`src/pkg/pic_pkg.sv`:
```
/*
 Package for the four-level prioritized interrupt controller: source indices,
 register bit positions, vectors, arbitration ranks and timing counts.
 Assumes a single 20 MHz CPU clock; a machine cycle is six CPU clocks.
*/
package pic_pkg;
   // ----------------------------------------------------------------
   // Sources and sizes
   // ----------------------------------------------------------------
   localparam int NUM_SRC = 12;
   localparam int NUM_LVL = 4;
   typedef enum logic [3:0] {
      SRC_EXT0, SRC_TMR0, SRC_EXT1, SRC_TMR1, SRC_SER, SRC_BOD,
      SRC_TWI, SRC_KEY, SRC_CMP2, SRC_WDT, SRC_CONV, SRC_CMP1
   } pic_src_t;
   typedef enum logic [1:0] {ST_IDLE, ST_SERVE} pic_state_t;

   // ----------------------------------------------------------------
   // Register bit positions (enable and priority share them)
   // ----------------------------------------------------------------
   localparam int A_EXT0 = 0;
   localparam int A_TMR0 = 1;
   localparam int A_EXT1 = 2;
   localparam int A_TMR1 = 3;
   localparam int A_SER = 4;
   localparam int A_BOD = 5;
   localparam int A_WDT = 6;
   localparam int A_GLOBAL = 7;
   localparam int B_TWI = 0;
   localparam int B_KEY = 1;
   localparam int B_CMP2 = 2;
   localparam int B_CONV = 4;
   localparam int B_CMP1 = 5;

   // ----------------------------------------------------------------
   // Vectors, ranks and wakeup capability, indexed by source
   // ----------------------------------------------------------------
   localparam logic [7:0] VEC_TAB [NUM_SRC] = '{
      8'h03, 8'h0b, 8'h13, 8'h1b, 8'h23, 8'h2b,
      8'h33, 8'h3b, 8'h43, 8'h53, 8'h5b, 8'h63};
   localparam logic [3:0] RANK_TAB [NUM_SRC] = '{
      4'h1, 4'h4, 4'h7, 4'ha, 4'hc, 4'h2,
      4'h5, 4'h8, 4'hb, 4'h3, 4'h6, 4'h9};
   localparam logic [11:0] WAKE_MASK = 12'hfa5;

   // ----------------------------------------------------------------
   // Timing
   // ----------------------------------------------------------------
   localparam int CLK_HZ = 20000000;
   localparam int CLKS_PER_MCYC = 6;
   localparam logic [2:0] MCYC_LAST = 3'(CLKS_PER_MCYC - 1);
endpackage

```
`src/hw/pic_top.sv`:
```
/*
 Four-level prioritized interrupt controller top: enables, priorities,
 arbitration, vectoring, nesting stack and power-down wakeup.
 Assumes the core pulses vector_taken when it jumps to irq_vector_ff and
 reti_done when a service routine returns; peripheral flags are levels.
*/
`timescale 1ns/100ps
module pic_top import pic_pkg::*; #(
   parameter int SRC_COUNT = NUM_SRC
) (
   // Clock and reset
   input wire logic clk_sys,
   input wire logic rstn,
   // Enable and priority registers
   input wire logic [7:0] enable_reg_a,
   input wire logic [7:0] enable_reg_b,
   input wire logic [7:0] prio_low_reg_a,
   input wire logic [7:0] prio_high_reg_a,
   input wire logic [7:0] prio_low_reg_b,
   input wire logic [7:0] prio_high_reg_b,
   // External pins and trigger types
   input wire logic ext0_req_pin_n,
   input wire logic ext1_req_pin_n,
   input wire logic ext0_trigger_type,
   input wire logic ext1_trigger_type,
   // Peripheral flags
   input wire logic timer0_ovf_flag,
   input wire logic timer1_ovf_flag,
   input wire logic serial_tx_flag,
   input wire logic serial_rx_flag,
   input wire logic brownout_flag,
   input wire logic twowire_attention_flag,
   input wire logic keypad_flag,
   input wire logic cmp1_flag,
   input wire logic cmp2_flag,
   input wire logic watchdog_ovf_flag,
   input wire logic conv_done_flag,
   // Core handshake
   input wire logic vector_taken,
   input wire logic reti_done,
   input wire logic cpu_power_down,
   input wire logic cpu_idle,
   // Outputs to core
   output logic irq_req_ff,
   output logic [7:0] irq_vector_ff,
   output logic [3:0] irq_source_ff,
   output logic [1:0] active_level_ff,
   output logic in_service_ff,
   output logic wakeup_ff,
   output logic ext0_req_flag,
   output logic ext1_req_flag
);
   // ----------------------------------------------------------------
   // Machine-cycle tick
   // ----------------------------------------------------------------
   logic [2:0] mcyc_ff;
   logic [2:0] nxt_mcyc;
   wire mcyc_tick = (mcyc_ff == MCYC_LAST);
   assign nxt_mcyc = mcyc_tick ? 3'h0 : mcyc_ff + 3'h1;

   // Prescaler for the pin samplers
   always_ff @(posedge clk_sys or negedge rstn) begin
      if (!rstn) begin
         mcyc_ff <= 3'h0;
      end else begin
         mcyc_ff <= nxt_mcyc;
      end
   end

   // ----------------------------------------------------------------
   // External request samplers
   // ----------------------------------------------------------------
   logic ext0_flag;
   logic ext1_flag;
   logic ack_ext0;
   logic ack_ext1;

   pic_ext_sampler u_ext0 (
      .clk_sys(clk_sys),
      .rstn(rstn),
      .ext_req_pin_n(ext0_req_pin_n),
      .sample_tick(mcyc_tick),
      .trigger_type(ext0_trigger_type),
      .vector_ack(ack_ext0),
      .req_flag(ext0_flag)
   );
   pic_ext_sampler u_ext1 (
      .clk_sys(clk_sys),
      .rstn(rstn),
      .ext_req_pin_n(ext1_req_pin_n),
      .sample_tick(mcyc_tick),
      .trigger_type(ext1_trigger_type),
      .vector_ack(ack_ext1),
      .req_flag(ext1_flag)
   );

   // ----------------------------------------------------------------
   // Source gathering: flags, enables, levels
   // ----------------------------------------------------------------
   logic [SRC_COUNT-1:0] src_flag;
   logic [SRC_COUNT-1:0] src_en;
   logic [SRC_COUNT-1:0] src_phi;
   logic [SRC_COUNT-1:0] src_plo;
   wire global_irq_enable = enable_reg_a[A_GLOBAL];

   // Map flags and register bits to source order
   assign src_flag = {cmp1_flag, conv_done_flag, watchdog_ovf_flag, cmp2_flag, keypad_flag,
                      twowire_attention_flag, brownout_flag, serial_tx_flag | serial_rx_flag,
                      timer1_ovf_flag, ext1_flag, timer0_ovf_flag, ext0_flag} ;
   assign src_en = {enable_reg_b[B_CMP1], enable_reg_b[B_CONV], enable_reg_a[A_WDT],
                    enable_reg_b[B_CMP2], enable_reg_b[B_KEY], enable_reg_b[B_TWI],
                    enable_reg_a[A_BOD], enable_reg_a[A_SER], enable_reg_a[A_TMR1],
                    enable_reg_a[A_EXT1], enable_reg_a[A_TMR0], enable_reg_a[A_EXT0]};
   assign src_phi = {prio_high_reg_b[B_CMP1], prio_high_reg_b[B_CONV], prio_high_reg_a[A_WDT],
                     prio_high_reg_b[B_CMP2], prio_high_reg_b[B_KEY], prio_high_reg_b[B_TWI],
                     prio_high_reg_a[A_BOD], prio_high_reg_a[A_SER], prio_high_reg_a[A_TMR1],
                     prio_high_reg_a[A_EXT1], prio_high_reg_a[A_TMR0], prio_high_reg_a[A_EXT0]};
   assign src_plo = {prio_low_reg_b[B_CMP1], prio_low_reg_b[B_CONV], prio_low_reg_a[A_WDT],
                     prio_low_reg_b[B_CMP2], prio_low_reg_b[B_KEY], prio_low_reg_b[B_TWI],
                     prio_low_reg_a[A_BOD], prio_low_reg_a[A_SER], prio_low_reg_a[A_TMR1],
                     prio_low_reg_a[A_EXT1], prio_low_reg_a[A_TMR0], prio_low_reg_a[A_EXT0]};

   // Pending mask and level, both in source order
   logic [SRC_COUNT-1:0] pend;
   logic [1:0] lvl [SRC_COUNT];

   // Pending mask per source
   genvar gi;
   generate
      for (gi = 0; gi < SRC_COUNT; gi++) begin : g_src
         assign pend[gi] = src_flag[gi] & src_en[gi] & global_irq_enable;
         assign lvl[gi] = {src_phi[gi], src_plo[gi]};
      end
   endgenerate

   // ----------------------------------------------------------------
   // Arbitration: highest level, then best rank
   // ----------------------------------------------------------------
   function automatic logic better(input logic [1:0] la, input logic [3:0] ra,
                                   input logic [1:0] lb, input logic [3:0] rb);
      better = (la > lb) || ((la == lb) && (ra < rb));
   endfunction

   logic win_valid;
   logic [3:0] win_src;
   logic [1:0] win_lvl;

   // Pick the winning pending source
   always_comb begin
      win_valid = 1'b0;
      win_src = 4'h0;
      win_lvl = 2'h0;
      for (int i = 0; i < SRC_COUNT; i++) begin
         if (pend[i] && (!win_valid || better(lvl[i], RANK_TAB[i], win_lvl, RANK_TAB[win_src]))) begin
            win_valid = 1'b1;
            win_src = 4'(i);
            win_lvl = lvl[i];
         end
      end
   end

   // ----------------------------------------------------------------
   // Nesting: one in-service bit per level
   // ----------------------------------------------------------------
   logic [NUM_LVL-1:0] isr_lvl_ff;
   logic [NUM_LVL-1:0] nxt_isr_lvl;
   logic [NUM_LVL-1:0] top_bit;
   logic [NUM_LVL-1:0] push_bit;
   logic [1:0] req_lvl_ff;
   logic any_active;
   logic [1:0] cur_lvl;
   logic [1:0] nxt_lvl_out;
   pic_state_t nxt_state;
   wire take = vector_taken && irq_req_ff;

   // Highest active level
   always_comb begin
      cur_lvl = 2'h0;
      for (int l = 0; l < NUM_LVL; l++) begin
         if (isr_lvl_ff[l]) cur_lvl = 2'(l);
      end
   end
   assign any_active = |isr_lvl_ff;
   assign top_bit = any_active ? (4'h1 << cur_lvl) : 4'h0;
   assign push_bit = take ? (4'h1 << req_lvl_ff) : 4'h0;

   // Preempt only above the running level; top level cannot be exceeded
   wire grant_ok = win_valid && (!any_active || (win_lvl > cur_lvl));

   // Pop the top on return, push the taken level; both may fall in one cycle
   assign nxt_isr_lvl = (isr_lvl_ff & ~(reti_done ? top_bit : 4'h0)) | push_bit;
   assign nxt_state = (nxt_isr_lvl != 4'h0) ? ST_SERVE : ST_IDLE;

   // Level shown to the core follows the new stack top
   always_comb begin
      nxt_lvl_out = 2'h0;
      for (int l = 0; l < NUM_LVL; l++) begin
         if (nxt_isr_lvl[l]) nxt_lvl_out = 2'(l);
      end
   end

   // In-service level stack
   always_ff @(posedge clk_sys or negedge rstn) begin
      if (!rstn) begin
         isr_lvl_ff <= 4'h0;
      end else begin
         isr_lvl_ff <= nxt_isr_lvl;
      end
   end

   // ----------------------------------------------------------------
   // Request presentation and vectoring
   // ----------------------------------------------------------------
   assign ack_ext0 = take && (irq_source_ff == 4'(SRC_EXT0));
   assign ack_ext1 = take && (irq_source_ff == 4'(SRC_EXT1));

   // Request line; a taken request drops and stays low until a higher level wins or the routine returns
   always_ff @(posedge clk_sys or negedge rstn) begin
      if (!rstn) begin
         irq_req_ff <= 1'b0;
      end else begin
         irq_req_ff <= grant_ok && !take;
      end
   end

   // Vector, source and level of the current winner
   always_ff @(posedge clk_sys or negedge rstn) begin
      if (!rstn) begin
         irq_vector_ff <= 8'h00;
         irq_source_ff <= 4'h0;
         req_lvl_ff <= 2'h0;
      end else begin
         irq_vector_ff <= VEC_TAB[win_src];
         irq_source_ff <= win_src;
         req_lvl_ff <= win_lvl;
      end
   end

   // Highest in-service level
   always_ff @(posedge clk_sys or negedge rstn) begin
      if (!rstn) begin
         active_level_ff <= 2'h0;
      end else begin
         active_level_ff <= nxt_lvl_out;
      end
   end

   // Any routine in service
   always_ff @(posedge clk_sys or negedge rstn) begin
      if (!rstn) begin
         in_service_ff <= 1'b0;
      end else begin
         in_service_ff <= (nxt_state == ST_SERVE);
      end
   end

   // ----------------------------------------------------------------
   // Wakeup from Idle and Power Down
   // ----------------------------------------------------------------
   wire [SRC_COUNT-1:0] wake_src = pend & WAKE_MASK;
   wire ext_wake = pend[SRC_EXT0] | pend[SRC_EXT1];
   wire nxt_wake = (cpu_power_down && (|wake_src)) || (cpu_idle && (ext_wake || win_valid));

   // Wake request level
   always_ff @(posedge clk_sys or negedge rstn) begin
      if (!rstn) begin
         wakeup_ff <= 1'b0;
      end else begin
         wakeup_ff <= nxt_wake;
      end
   end

   // ----------------------------------------------------------------
   // External flag copies
   // ----------------------------------------------------------------
   // Registered copies of the pin flags
   always_ff @(posedge clk_sys or negedge rstn) begin
      if (!rstn) begin
         ext0_req_flag <= 1'b0;
         ext1_req_flag <= 1'b0;
      end else begin
         ext0_req_flag <= ext0_flag;
         ext1_req_flag <= ext1_flag;
      end
   end
endmodule

```
`src/hw/pic_ext_sampler.sv`:
```
/*
 External request sampler: one pin, sampled once per machine cycle,
 level or falling-edge sensitive. Assumes pin is synchronous to clk_sys.
*/
`timescale 1ns/100ps
module pic_ext_sampler import pic_pkg::*; (
   // Clock and reset
   input wire logic clk_sys,
   input wire logic rstn,
   // Pin and control
   input wire logic ext_req_pin_n,
   input wire logic sample_tick,
   input wire logic trigger_type,
   input wire logic vector_ack,
   // Flag
   output logic req_flag
);
   logic prev_ff;
   logic cur_ff;
   logic edge_ff;
   logic nxt_edge;
   wire fall_seen = sample_tick & prev_ff & ~ext_req_pin_n;

   // Edge flag: set wins over the vector-time clear
   assign nxt_edge = fall_seen ? 1'b1 : (vector_ack ? 1'b0 : edge_ff);
   assign req_flag = trigger_type ? edge_ff : ~cur_ff;

   // Machine-cycle samples
   always_ff @(posedge clk_sys or negedge rstn) begin
      if (!rstn) begin
         prev_ff <= 1'b1;
         cur_ff <= 1'b1;
         edge_ff <= 1'b0;
      end else begin
         if (sample_tick) begin
            prev_ff <= ext_req_pin_n;
            cur_ff <= ext_req_pin_n;
         end
         edge_ff <= trigger_type ? nxt_edge : 1'b0;
      end
   end
endmodule

```
`config.mk`:
```
export PLATFORM = sky130hd
export DESIGN_NAME = pic_top
export DESIGN_NICKNAME = d
export VERILOG_FILES = /design/src/pkg/pic_pkg.sv /design/src/hw/pic_top.sv /design/src/hw/pic_ext_sampler.sv
export SDC_FILE = /design/constraint.sdc
export NUM_CORES = 1
export LEC_CHECK = 0
export BUFFER_PORTS_ARGS = -buffer_cell sky130_fd_sc_hd__clkbuf_2
export CORE_AREA = 2 2 126 97
export CTS_CLUSTER_DIAMETER = 150
export DETAILED_ROUTE_END_ITERATION = 10
export DIE_AREA = 0 0 128 99
export GPL_TIMING_DRIVEN = 0
export PLACE_DENSITY = 0.57
export SKIP_CTS_REPAIR_TIMING = 1
export SLEW_MARGIN = 20
export SYNTH_ARGS = -nofsm -noshare
export SYNTH_HDL_FRONTEND = slang
export SYNTH_SLANG_ARGS = --single-unit
```
`constraint.sdc`:
```
create_clock -name clk_sys -period 20.5 [get_ports clk_sys]
set_input_delay 0 -clock clk_sys [delete_from_list [all_inputs] [get_ports clk_sys]]
set_output_delay 0 -clock clk_sys [all_outputs]
set_load 0.01 [all_outputs]
```
# Yosys cells after proc, flatten, opt, wreduce, memory -nomap -nowiden
# Memories as Yosys holds them, arrays and structs flattened. A register that Yosys moved wholly into a read port is not among the register bits.
# Index checks and enable logic that the tools add are counted.
[totals] reg_bits=24 rom_bits=768 in_bits=69 elab_cells=267 n_memories=11
[mem_list] memory="(name not given)" words=16 width=8 read_ports=1 rd_clocked_by_memory_dff=1 write_ports=0 line_no="pic_top.sv:233" source="irq_vector_ff <= VEC_TAB[win_src];"
[mem_list] memory="(name not given)" words=16 width=4 read_ports=1 rd_clocked_by_memory_dff=0 write_ports=0 line_no="pic_top.sv:154" source="if (pend[i] && (!win_valid || better(lvl[i], RANK_TAB[i], win_lvl, RANK_TAB[win_src]))) begin"
[mem_list] memory="(name not given)" words=16 width=4 read_ports=1 rd_clocked_by_memory_dff=0 write_ports=0 line_no="pic_top.sv:154"
[mem_list] memory="(name not given)" words=16 width=4 read_ports=1 rd_clocked_by_memory_dff=0 write_ports=0 line_no="pic_top.sv:154"
[mem_list] memory="(name not given)" words=16 width=4 read_ports=1 rd_clocked_by_memory_dff=0 write_ports=0 line_no="pic_top.sv:154"
[mem_list] memory="(name not given)" words=16 width=4 read_ports=1 rd_clocked_by_memory_dff=0 write_ports=0 line_no="pic_top.sv:154"
[mem_list] memory="+5 memories"
[op_classes] n_addsub=1 order_cmp=32 n_eq_ne=15 n_shift=2 muxes=74 n_bitwise=48 reduce_logical=70
[op_table] operator="$mux 4" n=28
[op_table] operator="$ge 5x5->1 const B" n=10
[op_table] operator="$not 4->5" n=9
[op_table] operator="$mux 2" n=18
[op_table] operator="$and 1x1->1" n=28
[op_table] operator="$logic_and 1x1->1" n=28
[op_table] operator="$gt 2x2->1" n=12
[op_table] operator="$logic_or 1x1->1" n=24
[op_table] operator="$mux 1" n=24
[op_table] operator="$eq 2x2->1" n=10
[op_table] operator="$lt 4x4->1 const A" n=5
[op_table] operator="$logic_not 1->1" n=14
[op_table] operator="$lt 3x4->1 const A" n=3
[op_table] operator="$mux 3" n=4
[op_table] operator="$lt 2x4->1 const A" n=2
[op_table] operator="$reduce_or 8->1" n=1
[op_table] operator="$shl 1x2->4 const A" n=2
[op_table] operator="$ne 3x1->1 const B" n=2
[op_table] operator="$not 1->5" n=1
[op_table] operator="$not 2->5" n=1
[op_table] operator="$and 4x4->4" n=1
[op_table] operator="$eq 4x2->1 const B" n=1
[op_table] operator="$logic_not 4->1" n=1
[op_table] operator="$not 1->1" n=4
[op_table] operator="other kinds (8)" n=9

# Depth between registers and ports, before layout
[depth] depth_word=113 mapped_depth=88

# By module
# From an unflattened synthesis, not the netlist that was laid out.
[unflattened] cells_unflattened=423 hier_area_um2=3363.2
[by_module_without_submodules] module="pic_top" instances=1 cells_per_inst=407 area_per_inst_um2=3173.0 seq_area_each_um2=600.6
[by_module_without_submodules] module="pic_ext_sampler" instances=2 cells_per_inst=8 area_per_inst_um2=95.1 seq_area_each_um2=51.3

# Worst setup path after synthesis
# No wires, ideal clock.
[synth_timing] kind="register to register" start="reg, netlist name u_ext0.prev_ff" end="reg irq_req_ff" setup_time_ps=126 arrival_time_ps=15690 required_time_ps=20374 slack_ps=4684 stages_incl_launch_ff=80 synth_period_minus_slack_ps=15816 path_cell_list="dfstp_2 nor2b_2 nor3_1 nand2_1 ha_1 nor2b_1 o21a_1 o211ai_1 and2_1 ha_1 nor2b_1 o21ai_1 a211oi_1 a31oi_1 inv_1 ha_1 nor2b_1 o211ai_1 [... 44 more ...] nor2_1 nand2_1 a41oi_1 a211oi_1 a21oi_1 o21a_1 nor2b_1 inv_1 ha_1 o21a_1 o41a_1 o221ai_2 mux2i_1 ha_1 a21oi_1 a21oi_1 o21ai_0 a21oi_1"
[synth_lines] item="end signal, assigned" line_no="pic_top.sv:222" source="irq_req_ff <= grant_ok && !take;"
[synth_lines] item="end, declared" line_no="pic_top.sv:44" source="output logic irq_req_ff,"

==> flow_summary_export.csv <==
group,metric,value,unit
clock_tree,numCtsBuffers,3,
clock_tree,htreeDepth,1,
synthesis,syn_area,3352,um2
worst_setup_path,worstSetupPathType,"flip-flop to flip-flop",
timing,fin_crit_sh,91.12,%
hold_path,hold_class,"input port to flip-flop",
die,start_util,29.40,%
die,dieArea,12670,um2
drt,drt_iter0_markers,168,
global_routing,grt_overflow,0,
worst_setup_path,end_kind,"flip-flop",
synthesis,ys.flop_type,"dfrtp_1",
timing,max_freq,53.53,MHz
timing,postLayoutSetupSlackWorst,1820,ps
timing,finalSetupViolCount,0,
timing,relSlewSlack,54.17,%
timing,fin_setup_tns,0,ps
pwr,finalPower,0.3055,mW
synthesis,syn_area_per_cell,8.380,um2
drt,antenna_left,0,
outcome,status,"completed",
finish,area_growth,20.38,%
worst_setup_path,critPathArrivalTime,18820,ps
clock_tree,root_buffer,"clkbuf_16",
clock_tree,max-clock-path-buffers,2,
worst_setup_path,cp_slowest_cell,"o311ai_0",
die,rows,34,
drt,wl_per_cell,14.64,um
timing,maxSlewViolCount,0,
place,port_buffers,74,
synthesis,async_flop_share,100.0,%
clock_tree,clock_latency,260,ps
timing,worst_pin_slew,687.4,ps
pwr,p_per_area,75.71,nW/um2
worst_setup_path,cp_common_cell,"ha_1",
clock_tree,cts_tree,"yes",
drt,vias,3261,
synthesis,synth-edff-count,0,
finish,antenna_cells,0,
timing,clock_skew,3.212,ps
clock_tree,clk_pin_slew,70,ps
synthesis,yosysUniqueCellTypes,75,
place,place_ws,2077,ps
clock_tree,cts_sinks,28,
synthesis,synth_cells,400,
global_routing,grt_use_total,14.42,%
synthesis,synth_seq_area_share,20.98,%
drt,drc,0,
place,gp_congestion,0.8888,
synthesis,yosysWarnings,0,
drt,vias_per_cell,5.201,
timing,finalHoldViolCount,0,
run,maxCapViolations,0,
global_routing,antenna_found_initial,0,
die,core_area,11400,um2
timing,min_period,18680,ps
pwr,p_leak,2.098,nW
finish,nets,596,
drt,drt_first_pass_iters,4,
finish,nFillCells,1215,
worst_setup_path,cp.required,20640,ps
finish,drive_gt1_share,24.43,%
global_routing,grt_max_degree,29,
pwr,ir_drop,0.03005,mV
die,die_y,99,um
drt,routed_wl,9.177,mm
worst_setup_path,cp_max_fo,8,
timing,rsz0062_at_grt,"no",
die,io_pins,88,
place,hpwl,7.806,mm
worst_setup_path,max_stage_delay,550,ps
die,dieWidth,128,um
worst_setup_path,crit_path_start_kind,"flip-flop",
global_routing,grt_pass1_wl,15.08,mm
synthesis,ys_seq_elements,28,
global_routing,grt_pass1_vias,3168,
logic make-up after synthesis:
| family | Yosys count | synth area share (%) |
|---|---|---|
| AO/OA/AOI/OAI | 117 | 26.32 |
| adder cells (fa/ha/maj) | 43 | 16.05 |
| buffers and inverters | 52 | 6.644 |
| flip-flops | 28 | 20.98 |
| multiplexers | 23 | 8.175 |
| other | 2 | 0.2240 |
| AND/OR/NAND/NOR | 135 | 21.61 |
per-stage QoR:
stage | utilization [%] | cell area, um2 | hold slack, ps | std cells
after detailed placement | 34.26 | 3906 | 73.45 | 619
after global placement | 34.26 | 3906 | 69.68 | 619
after global routing | 35.39 | 4035 | 5.256 | 627
final | 35.39 | 4035 | 8.554 | 627
after CTS | 35.04 | 3995 | -209.5 | 623
after floorplan | - | 3356 | -295.6 | 401
metal layers:
layer  vias to the layer above  global-route usage (%)  routed length [um]  part of all wire, %
met2                        89                   23.20                4002                   44
met1                      1527                   21.04                4700                   51
met4                         0                   3.043                  78                 0.85
met5                         -                       0                   0                    0
li1                       1639                       -                   -                    -
met3                         6                   1.303                 396                  4.3
cells in the final DEF, fill, tap and decap left out, types with 10 or more instances in the layout:
cell type	n
o21ai_0	12
a21oi_1	24
nand3_1	14
nand2_1	35
nor2b_1	11
inv_1	44
clkbuf_2	74
dfrtp_1	26
ha_1	43
and2_1	10
a21o_1	10
nor2_1	19
layout make-up:
class                   count  area (um2)  area share [%]
multi-input cells         321        2430           60.22
flip-flops and latches     28       703.2           17.43
repair buffers             78       410.4           10.17
well taps                 144       180.2           4.465
inverters                  45       168.9           4.186
clock buffers               4       88.84           2.202
plain buffers               7       53.80           1.333
flip-flops by register name, indices dropped and copies added (netlist names):
name / flops
u_ext1.edge_ff: 1
u_ext0.prev_ff: 1
active_level_ff: 2
irq_vector_ff: 5
ext1_req_flag: 1
req_lvl_ff: 2
u_ext0.edge_ff: 1
mcyc_ff: 3
wakeup_ff: 1
ext0_req_flag: 1
u_ext1.prev_ff: 1
in_service_ff: 1
irq_source_ff: 3
isr_lvl_ff: 4
irq_req_ff: 1
synth_stat cells, types with 3 or more instances:
library cell  instances  area [um2]
inv_1                44       165.2
ha_1                 43       538.0
nand2_1              35       131.4
dfrtp_1              26       650.6
a21oi_1              24       120.1
nor2_1               19       71.32
nand3_1              14       70.07
o21ai_0              12       60.06
nor2b_1              11       68.82
a21o_1               10       75.07
and2_1               10       62.56
mux2i_1               9       90.09
a211oi_1              7       52.55
and3_1                7       43.79
mux2_4                7       105.1
nand2b_1              6       37.54
o21a_1                6       45.04
o21ai_1               6       30.03
buf_4                 5       37.54
mux2_2                5       56.30
nor3_1                5       25.02
o211ai_1              5       37.54
a31oi_1               4       25.02
o31ai_1               4       30.03
or3_1                 4       25.02
a21boi_0              3       22.52
a22o_1                3       26.28
nand4_1               3       18.77
nor3b_1               3       22.52
nor4_1                3       18.77
o211a_1               3       30.03
power breakdown:
part | internal, mW | switching (mW)
logic | 0.0767 | 0.102
registers | 0.0699 | 0.00966
clock network | 0.0299 | 0.0175
worst paths after layout:
check / to / startpoint / slack [ps] / cells after the start
max: irq_req_ff / u_ext0.prev_ff / 1820 / 81
min: u_ext1.prev_ff / ext1_req_pin_n / 9 / 2
max reg2reg: irq_req_ff / u_ext0.prev_ff / 1820 / 81
min reg2reg: mcyc_ff[0] / mcyc_ff[0] / 510 / 1
max in group asynchronous: active_level_ff[0] / rstn / 19740 / 2
min in group asynchronous: ext0_req_flag / rstn / 310 / 2
worst max-delay path: cells and delay by family, from the launching register on:
family                     cells  cell delay, ps
AOI/OAI and AO/OA             35            8570
adders and majority gates     12            3450
muxes                          6            1940
and+or+nand+nor               22            3630
buffers and inverters          6             620
DFF                            1             370
Power figures use the tool's default switching activity.
